`src/design/dpe_pkg.sv`:
```
// Package of constants for the diagnostic port evaluator
`default_nettype none
package dpe_pkg;
   localparam int unsigned DPE_CHAN_PORTS = 4;
   localparam int unsigned DPE_PORT_W = 8;
   localparam logic [7:0] DPE_PINS_IDLE = 8'hFF;
   localparam logic [7:0] DPE_MASK_RST = 8'h00;
   localparam int unsigned DPE_GATE_BIT = 3;
   localparam logic [3:0] DPE_PRM_USER1 = 4'h7;
   localparam logic [3:0] DPE_PRM_MASK_F = 4'h8;
   localparam logic [3:0] DPE_PRM_MASK_I = 4'hB;
   localparam logic [2:0] DPE_ADDR_STATUS = 3'h0;
   localparam logic [2:0] DPE_ADDR_IRQ_MASK = 3'h1;
   localparam logic [2:0] DPE_ADDR_FAULTS = 3'h2;
   localparam logic [2:0] DPE_ADDR_CTRL = 3'h3;
   localparam int unsigned DPE_EV_CHANGE = 0;
   localparam int unsigned DPE_EV_FAULT = 1;
   localparam int unsigned DPE_EV_W = 2;
endpackage
`default_nettype wire

```
`src/design/dpe_evaluator.sv`:
```
// Diagnostic port sampling, masking, fault output and change reporting
//
// Design decisions made here: the register offsets and strobed register access.
`default_nettype none
// Functional notes
// Extended diagnosis gives four channel diagnostic ports F to I.
// Memory-present strap high adds general diagnostic ports J and K.
// Diagnostic ports are sampled in the same strobe as data ports.
// A low pin on a channel diagnostic port is an active-high error.
// Each channel bit has a mask; mask one suppresses its error.
// Reset clears all channel masks so every error propagates.
// Master writes zero masks when no diagnostic ports are configured.
// Ports J and K are eight bits wide and never masked.
// Gate flag zero: any low pin on J raises the fault pin.
// Gate flag one: J errors count only with a channel error present.
// Any K error always raises the fault pin.
// Fault pin high while an unmasked error level is applied, else low.
// New sample compared with previous; each change reported once.
// Gate flag is bit 3 of first user parameter byte, resets zero.
// Parameter bytes 8 to 11 load masks for F, G, H, I.
// Previous image resets to no-error and updates every sample.
module dpe_evaluator
   import dpe_pkg::*;
(
   input wire logic clk,
   input wire logic rst_b,
   input wire logic ext_diag_en,
   input wire logic param_memory_present,
   input wire logic [3:0][7:0] chan_pins,
   input wire logic [7:0] gen_j_pins,
   input wire logic [7:0] gen_k_pins,
   input wire logic sample_stb,
   input wire logic prm_wr,
   input wire logic [3:0] prm_idx,
   input wire logic [7:0] prm_data,
   input wire logic [2:0] reg_addr,
   input wire logic [7:0] reg_wdata,
   input wire logic reg_wr,
   input wire logic reg_rd,
   output logic [7:0] reg_rdata,
   output logic diag_fault_pin,
   output logic report_req,
   output logic [3:0][7:0] diag_img,
   output logic [7:0] diag_img_j,
   output logic [7:0] diag_img_k,
   output logic irq
);
   import dpe_pkg::*;

   // ****************************************
   // State
   // ****************************************
   typedef struct packed {
      logic [3:0][7:0] chan_s1;
      logic [3:0][7:0] chan_s2;
      logic [7:0] j_s1;
      logic [7:0] j_s2;
      logic [7:0] k_s1;
      logic [7:0] k_s2;
      logic ext_s1;
      logic ext_s2;
      logic mem_s1;
      logic mem_s2;
      logic [3:0][7:0] mask;
      logic gate;
      logic [3:0][7:0] chan_img;
      logic [7:0] j_img;
      logic [7:0] k_img;
      logic fault;
      logic report;
      logic [DPE_EV_W-1:0] status;
      logic [DPE_EV_W-1:0] irq_mask;
      logic [7:0] rdata;
   } dpe_state_t;

   dpe_state_t s_q;
   dpe_state_t s_d;

   function automatic logic [7:0] low_err(input logic [7:0] pins);
      return ~pins;
   endfunction

   logic [3:0][7:0] chan_err;
   logic [7:0] j_err;
   logic [7:0] k_err;
   logic chan_any;
   logic fault_now;
   logic changed;
   logic [DPE_EV_W-1:0] ev;

   // ****************************************
   // Next state
   // ****************************************
   always_comb begin
      s_d = s_q;
      // Pins are asynchronous: two flops before any use
      s_d.chan_s1 = chan_pins;
      s_d.chan_s2 = s_q.chan_s1;
      s_d.j_s1 = gen_j_pins;
      s_d.j_s2 = s_q.j_s1;
      s_d.k_s1 = gen_k_pins;
      s_d.k_s2 = s_q.k_s1;
      s_d.ext_s1 = ext_diag_en;
      s_d.ext_s2 = s_q.ext_s1;
      s_d.mem_s1 = param_memory_present;
      s_d.mem_s2 = s_q.mem_s1;

      // Masked channel errors, only when channel ports exist
      for (int p = 0; p < DPE_CHAN_PORTS; p++) begin
         if (s_q.ext_s2) begin
            chan_err[p] = low_err(s_q.chan_s2[p]) & ~s_q.mask[p]; // see R4
         end else begin
            chan_err[p] = '0;
         end
      end
      if (s_q.mem_s2) begin
         j_err = low_err(s_q.j_s2);
         k_err = low_err(s_q.k_s2);
      end else begin
         j_err = '0;
         k_err = '0;
      end
      chan_any = |chan_err;
      fault_now = chan_any | (|k_err);
      if (!s_q.gate) begin
         fault_now = fault_now | (|j_err);
      end else begin
         fault_now = fault_now | ((|j_err) & chan_any);
      end
      s_d.fault = fault_now;

      // Sample together with data read; report only on a difference
      changed = (chan_err != s_q.chan_img) || (j_err != s_q.j_img)
                || (k_err != s_q.k_img);
      s_d.report = sample_stb && changed;
      if (sample_stb) begin
         s_d.chan_img = chan_err;
         s_d.j_img = j_err;
         s_d.k_img = k_err;
      end

      // Parameter bytes from the telegram logic
      if (prm_wr) begin
         if (prm_idx == DPE_PRM_USER1) begin
            s_d.gate = prm_data[DPE_GATE_BIT];
         end else if (prm_idx >= DPE_PRM_MASK_F && prm_idx <= DPE_PRM_MASK_I) begin
            s_d.mask[2'(prm_idx - DPE_PRM_MASK_F)] = prm_data;
         end
      end

      // Register port; set wins over read-clear
      ev = '0;
      ev[DPE_EV_CHANGE] = s_d.report;
      ev[DPE_EV_FAULT] = fault_now & ~s_q.fault;
      s_d.rdata = '0;
      if (reg_rd) begin
         if (reg_addr == DPE_ADDR_STATUS) begin
            s_d.rdata = 8'(s_q.status);
            s_d.status = '0;
         end else if (reg_addr == DPE_ADDR_IRQ_MASK) begin
            s_d.rdata = 8'(s_q.irq_mask);
         end else if (reg_addr == DPE_ADDR_FAULTS) begin
            s_d.rdata = {5'h0, s_q.mem_s2, s_q.gate, s_q.fault};
         end else if (reg_addr == DPE_ADDR_CTRL) begin
            s_d.rdata = {7'h0, s_q.gate};
         end
      end
      s_d.status = s_d.status | ev;
      if (reg_wr) begin
         if (reg_addr == DPE_ADDR_IRQ_MASK) begin
            s_d.irq_mask = reg_wdata[DPE_EV_W-1:0];
         end else if (reg_addr == DPE_ADDR_CTRL) begin
            s_d.gate = reg_wdata[DPE_GATE_BIT];
         end
      end
   end

   // ****************************************
   // Registers
   // ****************************************
   always_ff @(posedge clk) begin
      if (!rst_b) begin
         s_q <= '0;
         s_q.chan_s1 <= {4{DPE_PINS_IDLE}};
         s_q.chan_s2 <= {4{DPE_PINS_IDLE}};
         s_q.j_s1 <= DPE_PINS_IDLE;
         s_q.j_s2 <= DPE_PINS_IDLE;
         s_q.k_s1 <= DPE_PINS_IDLE;
         s_q.k_s2 <= DPE_PINS_IDLE;
         s_q.mask <= {4{DPE_MASK_RST}};
      end else begin
         s_q <= s_d;
      end
   end

   assign diag_fault_pin = s_q.fault;
   assign report_req = s_q.report;
   assign diag_img = s_q.chan_img;
   assign diag_img_j = s_q.j_img;
   assign diag_img_k = s_q.k_img;
   assign reg_rdata = s_q.rdata;
   assign irq = |(s_q.status & s_q.irq_mask);

   // ****************************************
   // Checks
   // ****************************************
   a_k_fault_pin: assert property (@(posedge clk) disable iff (!rst_b)
      (s_q.mem_s2 && |low_err(s_q.k_s2)) |=> diag_fault_pin)
      else $error("K error did not raise fault");
   a_gate_blocks_j: assert property (@(posedge clk) disable iff (!rst_b)
      (s_q.gate && !chan_any && !(|k_err)) |=> !diag_fault_pin)
      else $error("Gated J error raised fault");
   a_j_ungated: assert property (@(posedge clk) disable iff (!rst_b)
      (!s_q.gate && |j_err) |=> diag_fault_pin)
      else $error("Ungated J error missing");
   a_mask_hides: assert property (@(posedge clk) disable iff (!rst_b)
      (s_q.ext_s2 && low_err(s_q.chan_s2[3]) != '0
       && (low_err(s_q.chan_s2[3]) & ~s_q.mask[3]) == '0
       && chan_err[0] == '0 && chan_err[1] == '0 && chan_err[2] == '0
       && j_err == '0 && k_err == '0) |=> !diag_fault_pin)
      else $error("Masked error propagated");
   a_report_once: assert property (@(posedge clk) disable iff (!rst_b)
      report_req |-> ($changed(diag_img) || $changed(diag_img_j)
      || $changed(diag_img_k)))
      else $error("Change reported twice");
   a_report_cause: assert property (@(posedge clk) disable iff (!rst_b)
      (sample_stb && changed) |=> report_req && diag_img == $past(chan_err))
      else $error("Change not reported");
   a_no_mem_jk: assert property (@(posedge clk) disable iff (!rst_b)
      (!s_q.mem_s2 && sample_stb) |=> (diag_img_j == '0 && diag_img_k == '0))
      else $error("J or K image without memory");
   a_gate_load: assert property (@(posedge clk) disable iff (!rst_b)
      (prm_wr && prm_idx == DPE_PRM_USER1 && !reg_wr) |=> s_q.gate == $past(prm_data[DPE_GATE_BIT]))
      else $error("Gate flag not loaded");

   // Reset checks carry no disable, so they see the reset itself
   a_mask_reset: assert property (
      @(posedge clk)
      !rst_b
      |=> (s_q.mask == '0))
      else $error("Masks not cleared by reset");

   a_gate_reset: assert property (
      @(posedge clk)
      !rst_b
      |=> !s_q.gate)
      else $error("Gate flag not cleared by reset");

   a_img_reset: assert property (
      @(posedge clk)
      !rst_b
      |=> (diag_img == '0 && diag_img_j == '0 && diag_img_k == '0 && !report_req))
      else $error("Image not cleared by reset");

   a_chan_fault: assert property (
      @(posedge clk) disable iff (!rst_b)
      (s_q.ext_s2 && (low_err(s_q.chan_s2[0]) & ~s_q.mask[0]) != '0)
      |=> diag_fault_pin)
      else $error("Channel error did not raise fault");

   a_fault_drops: assert property (
      @(posedge clk) disable iff (!rst_b)
      (chan_err == '0 && j_err == '0 && k_err == '0)
      |=> !diag_fault_pin)
      else $error("Fault stayed without error");

   a_img_hold: assert property (
      @(posedge clk) disable iff (!rst_b)
      !sample_stb
      |=> ($stable(diag_img) && $stable(diag_img_j) && $stable(diag_img_k)))
      else $error("Image moved without sample");

   a_idle_no_rep: assert property (
      @(posedge clk) disable iff (!rst_b)
      !sample_stb
      |=> !report_req)
      else $error("Report without sample");

   a_same_no_rep: assert property (
      @(posedge clk) disable iff (!rst_b)
      (sample_stb && !changed)
      |=> !report_req)
      else $error("Report without change");

   a_j_unmasked: assert property (
      @(posedge clk) disable iff (!rst_b)
      (s_q.mem_s2 && !s_q.gate && low_err(s_q.j_s2) != '0)
      |=> diag_fault_pin)
      else $error("J error was masked");

   a_mask_load_f: assert property (
      @(posedge clk) disable iff (!rst_b)
      (prm_wr && prm_idx == DPE_PRM_MASK_F)
      |=> (s_q.mask[0] == $past(prm_data)))
      else $error("First mask not loaded");

   a_mask_load_i: assert property (
      @(posedge clk) disable iff (!rst_b)
      (prm_wr && prm_idx == DPE_PRM_MASK_I)
      |=> (s_q.mask[3] == $past(prm_data)))
      else $error("Last mask not loaded");

   a_no_ext_img: assert property (
      @(posedge clk) disable iff (!rst_b)
      (!s_q.ext_s2 && sample_stb)
      |=> (diag_img == '0))
      else $error("Channel image without extended diagnosis");

   a_no_mem_fault: assert property (
      @(posedge clk) disable iff (!rst_b)
      (!s_q.mem_s2 && chan_err == '0)
      |=> !diag_fault_pin)
      else $error("Fault from J or K without memory");

   a_k_beats_gate: assert property (
      @(posedge clk) disable iff (!rst_b)
      (s_q.gate && s_q.mem_s2 && low_err(s_q.k_s2) != '0)
      |=> diag_fault_pin)
      else $error("K error gated");

   a_gate_ctrl: assert property (
      @(posedge clk) disable iff (!rst_b)
      (reg_wr && reg_addr == DPE_ADDR_CTRL)
      |=> (s_q.gate == $past(reg_wdata[DPE_GATE_BIT])))
      else $error("Gate flag not written");

   a_img_masked: assert property (
      @(posedge clk) disable iff (!rst_b)
      (sample_stb && s_q.ext_s2)
      |=> ((diag_img[0] & $past(s_q.mask[0])) == '0))
      else $error("Masked bit in image");

   a_j_img_raw: assert property (
      @(posedge clk) disable iff (!rst_b)
      (sample_stb && s_q.mem_s2)
      |=> (diag_img_j == $past(low_err(s_q.j_s2))))
      else $error("J image wrong");

   a_k_img_raw: assert property (
      @(posedge clk) disable iff (!rst_b)
      (sample_stb && s_q.mem_s2)
      |=> (diag_img_k == $past(low_err(s_q.k_s2))))
      else $error("K image wrong");
endmodule
`default_nettype wire

```
`config.mk`:
```
export PLATFORM = sky130hd
export DESIGN_NAME = dpe_evaluator
export DESIGN_NICKNAME = d
export VERILOG_FILES = /design/src/design/dpe_pkg.sv /design/src/design/dpe_evaluator.sv
export SDC_FILE = /design/constraint.sdc
export NUM_CORES = 1
export LEC_CHECK = 0
export BUFFER_PORTS_ARGS = -buffer_cell sky130_fd_sc_hd__buf_4
export CORE_MARGIN = 2
export CORE_UTILIZATION = 36
export CTS_BUF_LIST = sky130_fd_sc_hd__clkbuf_2 sky130_fd_sc_hd__clkbuf_4 sky130_fd_sc_hd__clkbuf_8
export DETAILED_ROUTE_END_ITERATION = 12
export REMOVE_ABC_BUFFERS = 1
export SKIP_LAST_GASP = 1
export SYNTH_ARGS = -nofsm -noshare
export SYNTH_HDL_FRONTEND = slang
export SYNTH_SLANG_ARGS = --single-unit
export TNS_END_PERCENT = 30
```
`constraint.sdc`:
```
create_clock -name clk -period 2.78 [get_ports clk]
set_input_delay 0.139 -clock clk [delete_from_list [all_inputs] [get_ports clk]]
set_output_delay 0.139 -clock clk [all_outputs]
set_load 0.03 [all_outputs]
```
* Word level (Yosys, flattened, before mapping)
Cells that the tools add are included.
Storage, ports and cells: memory bits (read-only) 0, word-level logic and storage cells 107, bits of input ports 79, bits in latches 0, output and inout bits 59, bits in writable memories 0, register bits after elaboration 195, memories 0
Cells by class: multipliers 0, order comparisons 4, mux-type cells 21, shift operators 0, reductions and logical operators 15, bitwise operators 25, div/mod/pow operators 0, equality and inequality tests 7, add/subtract/negate cells 1
Operator list (count):
- NOT 8 bit | 10
- 2-to-1 mux 8 bit | 7
- AND 8 bit | 4
- bitwise mux 32 bit | 1
- inequality test 32 bit | 1
- OR reduction 32 bit | 1
- demux 8 bit (select 2 bit) | 1
- inequality test 8 bit | 2
- OR reduction 8 bit | 2
- 2-to-1 mux 2 bit | 4
- 2-to-1 mux 1 bit | 7
- equality test 3 x 2 -> 1 bit (second input constant) | 2
- OR reduction 5 bit | 1
- equality test 4 x 3 -> 1 bit (second input constant) | 1
- greater-or-equal comparator 4 bit (second input constant) | 1
- less-or-equal comparator 4 bit (second input constant) | 1
- NOT 1 bit | 4
- AND reduction 2 bit | 2
- OR reduction 4 bit | 1
- equality test 3 x 1 -> 1 bit (second input constant) | 1
- logical AND 1 bit | 3
- zero test 3 bit | 1
- less-than comparator 2 x 3 -> 1 bit (second input constant) | 1
- 2-to-1 mux 3 bit | 1
- other kinds (9) | 13

* Logic depth before layout (Yosys ltp)
word-level depth 9, mapped depth 8

* Worst setup path before layout
No wires, ideal clock.
path kind reg2reg, from reg s_q[97] (netlist name), to reg s_q[10] (netlist name), data arrival time 1.776 ns, required time 2.655 ns, stages on the path, launching flop included 8, clock period less this slack 1.901 ns, path slack 0.879 ns, cell sequence dfxtp_1 > buf_2 > nor3b_1 > xnor2_1 > nand4_1 > a2111oi_0 > nand2_1 > o41a_1
On the way: cells in the longest elaborated chain, start to end 6, elaborated cells on any way between the ends 9, those cells by class 1 x eq/ne; 4 x mux; 1 x bitwise; 3 x reduce/logical
Ends and longest elaborated chain:
- start: declaration | line dpe_evaluator.sv:76 | dpe_state_t s_q;
- 2-to-1 mux 8 bit | line dpe_evaluator.sv:110 | if (s_q.ext_s2) begin
- inequality test 32 bit * | line dpe_evaluator.sv:133 | changed = (chan_err != s_q.chan_img) || (j_err != s_q.j_img)
- logical OR 1 bit * | line dpe_evaluator.sv:133
- logical OR 1 bit * | line dpe_evaluator.sv:134 | || (k_err != s_q.k_img);
- logical AND 1 bit * | line dpe_evaluator.sv:135 | s_d.report = sample_stb && changed;
- OR 2 bit * | line dpe_evaluator.sv:168 | s_d.status = s_d.status | ev;
Every way passes the cells marked *; elsewhere a longest branch is shown, timed or not. A chain may end at the register's enable or synchronous reset.

* Worst setup path in the final report
Same ends and word-level chain as after synthesis.

==> out/results.txt <==
Yosys reg bits: 190
Post-CTS Setup Inserts: 0
Number of flops mapped to enable cells by yosys: 0
FF-to-FF path depth: 7
Post-synth top area share: 50.1%
Reg area: 3800 sq um
Footprint of the multi-input gates: 3180 sq um
Die width: 149 um
Num rows: 53
Minimum clock period: 2.43 ns
DP Cell Count: 1128
Post-detail-place hpwl: 12000 um
Switching share of power: 26.1%
Crit path launch: s_q[97]$_SDFF_PN0_
Fin crit share: 87.3%
Total power: 5170 uW
Largest net degree at the start of global routing: 66
Ant diodes: 0
Skew final: 0.0152 ns
Area after DPL: 8500 sq um
Warnings from Yosys: 0
RR Endpoint: s_q[10]$_SDFF_PN0_
Most common cell in the netlist: dfxtp_1
I/O Buffers: 127
Pint: 3820 uW
Fin. max-slew vios: 0
Req. time, crit path: 3.13 ns
TritonCTS Buffers: 17
Vias in the first global route: 5310
H-tree depth: 4
P per Cell Area: 538 nW/um^2
Min-delay worst type: input pin to flop
Final setup fails: 0
Initial antenna violation count: 0
Worst Setup End Kind: flop
Global route overflow: 0
Max Cap Viol: 0
GRT Util Overall: 15.8%
Reg2reg start: s_q[97]$_SDFF_PN0_
Initial Util: 36.4%
Drt first pass iters: 4
Critical path capture point: s_q[10]$_SDFF_PN0_
Synth Flop Type: dfxtp_1
Outcome: finished, final reports clean
Slew headroom: 58.1%
Post-synthesis cell count: 795
Hold Vio Cnt, Final: 0
CP Launch Type: flop
Cell variety after synth: 52
Post-synth ARST share: 0%
FMAX: 412 MHz
First-pass GRT wire length: 27500 um
Fin worst setup slack: 0.352 ns
Post-route cell area: 9600 sq um
Register area share after synthesis: 50.1%
CP Max Fanout: 12
RSZ-0062 raised after global routing: false
P_sw: 1350 uW
CTS tree: done
DRC Markers: 0
ANT nets after route: 0
Final Net Count: 1020
Clock latency on the worst-skew pair: 0.46 ns
Area grow syn2layout: 26.3%
Die area: 22300 sq um
Synth Area per Inst: 9.55 sq um
Clk sinks: 190
Share of layout cells above drive strength 1: 19.3%
Logic pwr share: 9.0%
Worst vdd rail ir drop: 0.367 mV
Post-CTS sizing: 0
Cell taking the most area after synthesis: dfxtp_1
Overall routed net length: 17500 um
Crit Path Category: flop to flop
P_leak: 0.00390 uW
Routed vias/inst: 4.62
I/O pin cnt: 138
Number of fill cells in the layout: 2022
Die height: 149 um
Clock-pin slew on the worst setup and hold paths: 0.11 ns
Setup TNS: 0 ns
Fin cells: 1229
Root Buffer: clkbuf_8
Vias: 5673
Synth cell count leaders: 190 x dfxtp_1, 96 x nand2b_1, 91 x nor2_1
Pre-CTS WS: 0.301 ns
Routability cong.: 0.769
Routed wire length per instance: 14.2 um
R2R Setup Slk: 0.35 ns
Initial drt markers: 267
Mapped Area: 7600 sq um
Worst Path Arrival: 2.78 ns
Synth area leaders: dfxtp_1 50%, nand2b_1 7.9%, mux2i_1 6.9%
Maximum root-to-sink buffer count: 2
Core Area: 20900 sq um
Clock power frac: 35.7%
Worst slew pin tran: 0.628 ns
Sequential share of power: 55.3%
## worst max-delay path, cell delays in order, from the launching register on
cell	delay, ns
dfxtp_1	0.55
buf_4	0.24
nor3b_1	0.35
xnor2_1	0.17
nand4_1	0.11
nor4_1	0.39
nand2_1	0.14
o41a_1	0.37
## logic make-up after synthesis
kind of cell | share of synthesized area [%]
muxes | 7.15
xor gates and xnor gates | 4.15
AOI/OAI and AO/OA | 7.74
buffers and inverters | 8.32
DFF | 50.1
other | 0.0494
and+or+nand+nor | 22.5
## flip-flops by register name, summed over array words and instances (netlist names)
signal and flops:
report_req 1, s_d 50, diag_img_k 8, diag_img_j 8, reg_rdata 3, diag_fault_pin 1, s_q 87, diag_img 32
## layout by cell type (no fill, tap or decap), drive strengths merged, types with 2 or more instances in the layout
cell	n
nand2b	96
nor2	92
nand3b	3
o22ai	18
o31ai	5
o41ai	2
conb	5
nor3	8
o21ai	4
or4	2
nand3	14
a31oi	2
a21oi	28
dlygate4sd3	69
inv	28
and3	3
nor3b	25
nor4	4
nand4	17
nand2	35
nor2b	5
xnor2	36
clkbuf	17
and2	12
o32ai	7
clkinv	4
dfxtp	190
a211oi	10
buf	144
mux2i	52
## power groups by stage
| stage | clock network [uW] | logic [uW] | registers [uW] |
|---|---|---|---|
| 2_1_floorplan | 0 | 174 | 2920 |
| 3_3_place_gp | 0 | 390 | 2920 |
| 3_5_place_dp | 0 | 393 | 2920 |
| 4_1_cts | 1900 | 468 | 2860 |
| 5_1_grt | 2030 | 508 | 2870 |
| 6_report | 1840 | 464 | 2860 |
## per-layer routing
layer | GRT usage, % | vias to the layer above | part of all wire [%]
met5 | 0 | - | 0
met3 | 3.58 | 10 | 4.4
met1 | 21.1 | 2621 | 48
met2 | 25.9 | 121 | 47
li1 | - | 2921 | -
met4 | 4.00 | 0 | 0.82
## final cells by class
type	count	area share (%)
Timing Repair Buffer	213	18.7
Clock buffer	17	2.44
Multi-Input combinational cell	501	33.1
Tap cell	275	3.59
Clock inverter	15	1.81
Sequential cell	190	39.6
Inverter	18	0.704
## stage by stage
step                hold WS [ns]  util, %
floorplan                  0.212        -
global placement           0.323     40.7
detailed placement         0.324     40.7
CTS                     0.000308     45.9
global route             0.00350     45.9
finish                    0.0351     45.9
## how the worst min path moves through the flow
stage | from | to | slack, ns | depth (start not counted)
final | prm_idx[1] | s_q[83]$_SDFFE_PN0P_ | 0.04 | 3
after global routing | prm_idx[1] | s_q[79]$_SDFFE_PN0P_ | 0.004 | 3
after CTS | prm_idx[1] | s_q[85]$_SDFFE_PN0P_ | 0.0003 | 3
after detailed placement | chan_pins[4] | s_d[135]$_SDFF_PN1_ | 0.32 | 2
after global placement | chan_pins[11] | s_d[142]$_SDFF_PN1_ | 0.32 | 2
after floorplan | rst_b | s_d[100]$_SDFF_PN1_ | 0.21 | 1
## what timing repair did
action,in CTS,in global routing
hold endpoints to repair,89,0
hold buffers,69,0
setup endpoints to repair,0,0
Note: power is estimated with default switching activity, not from simulation.
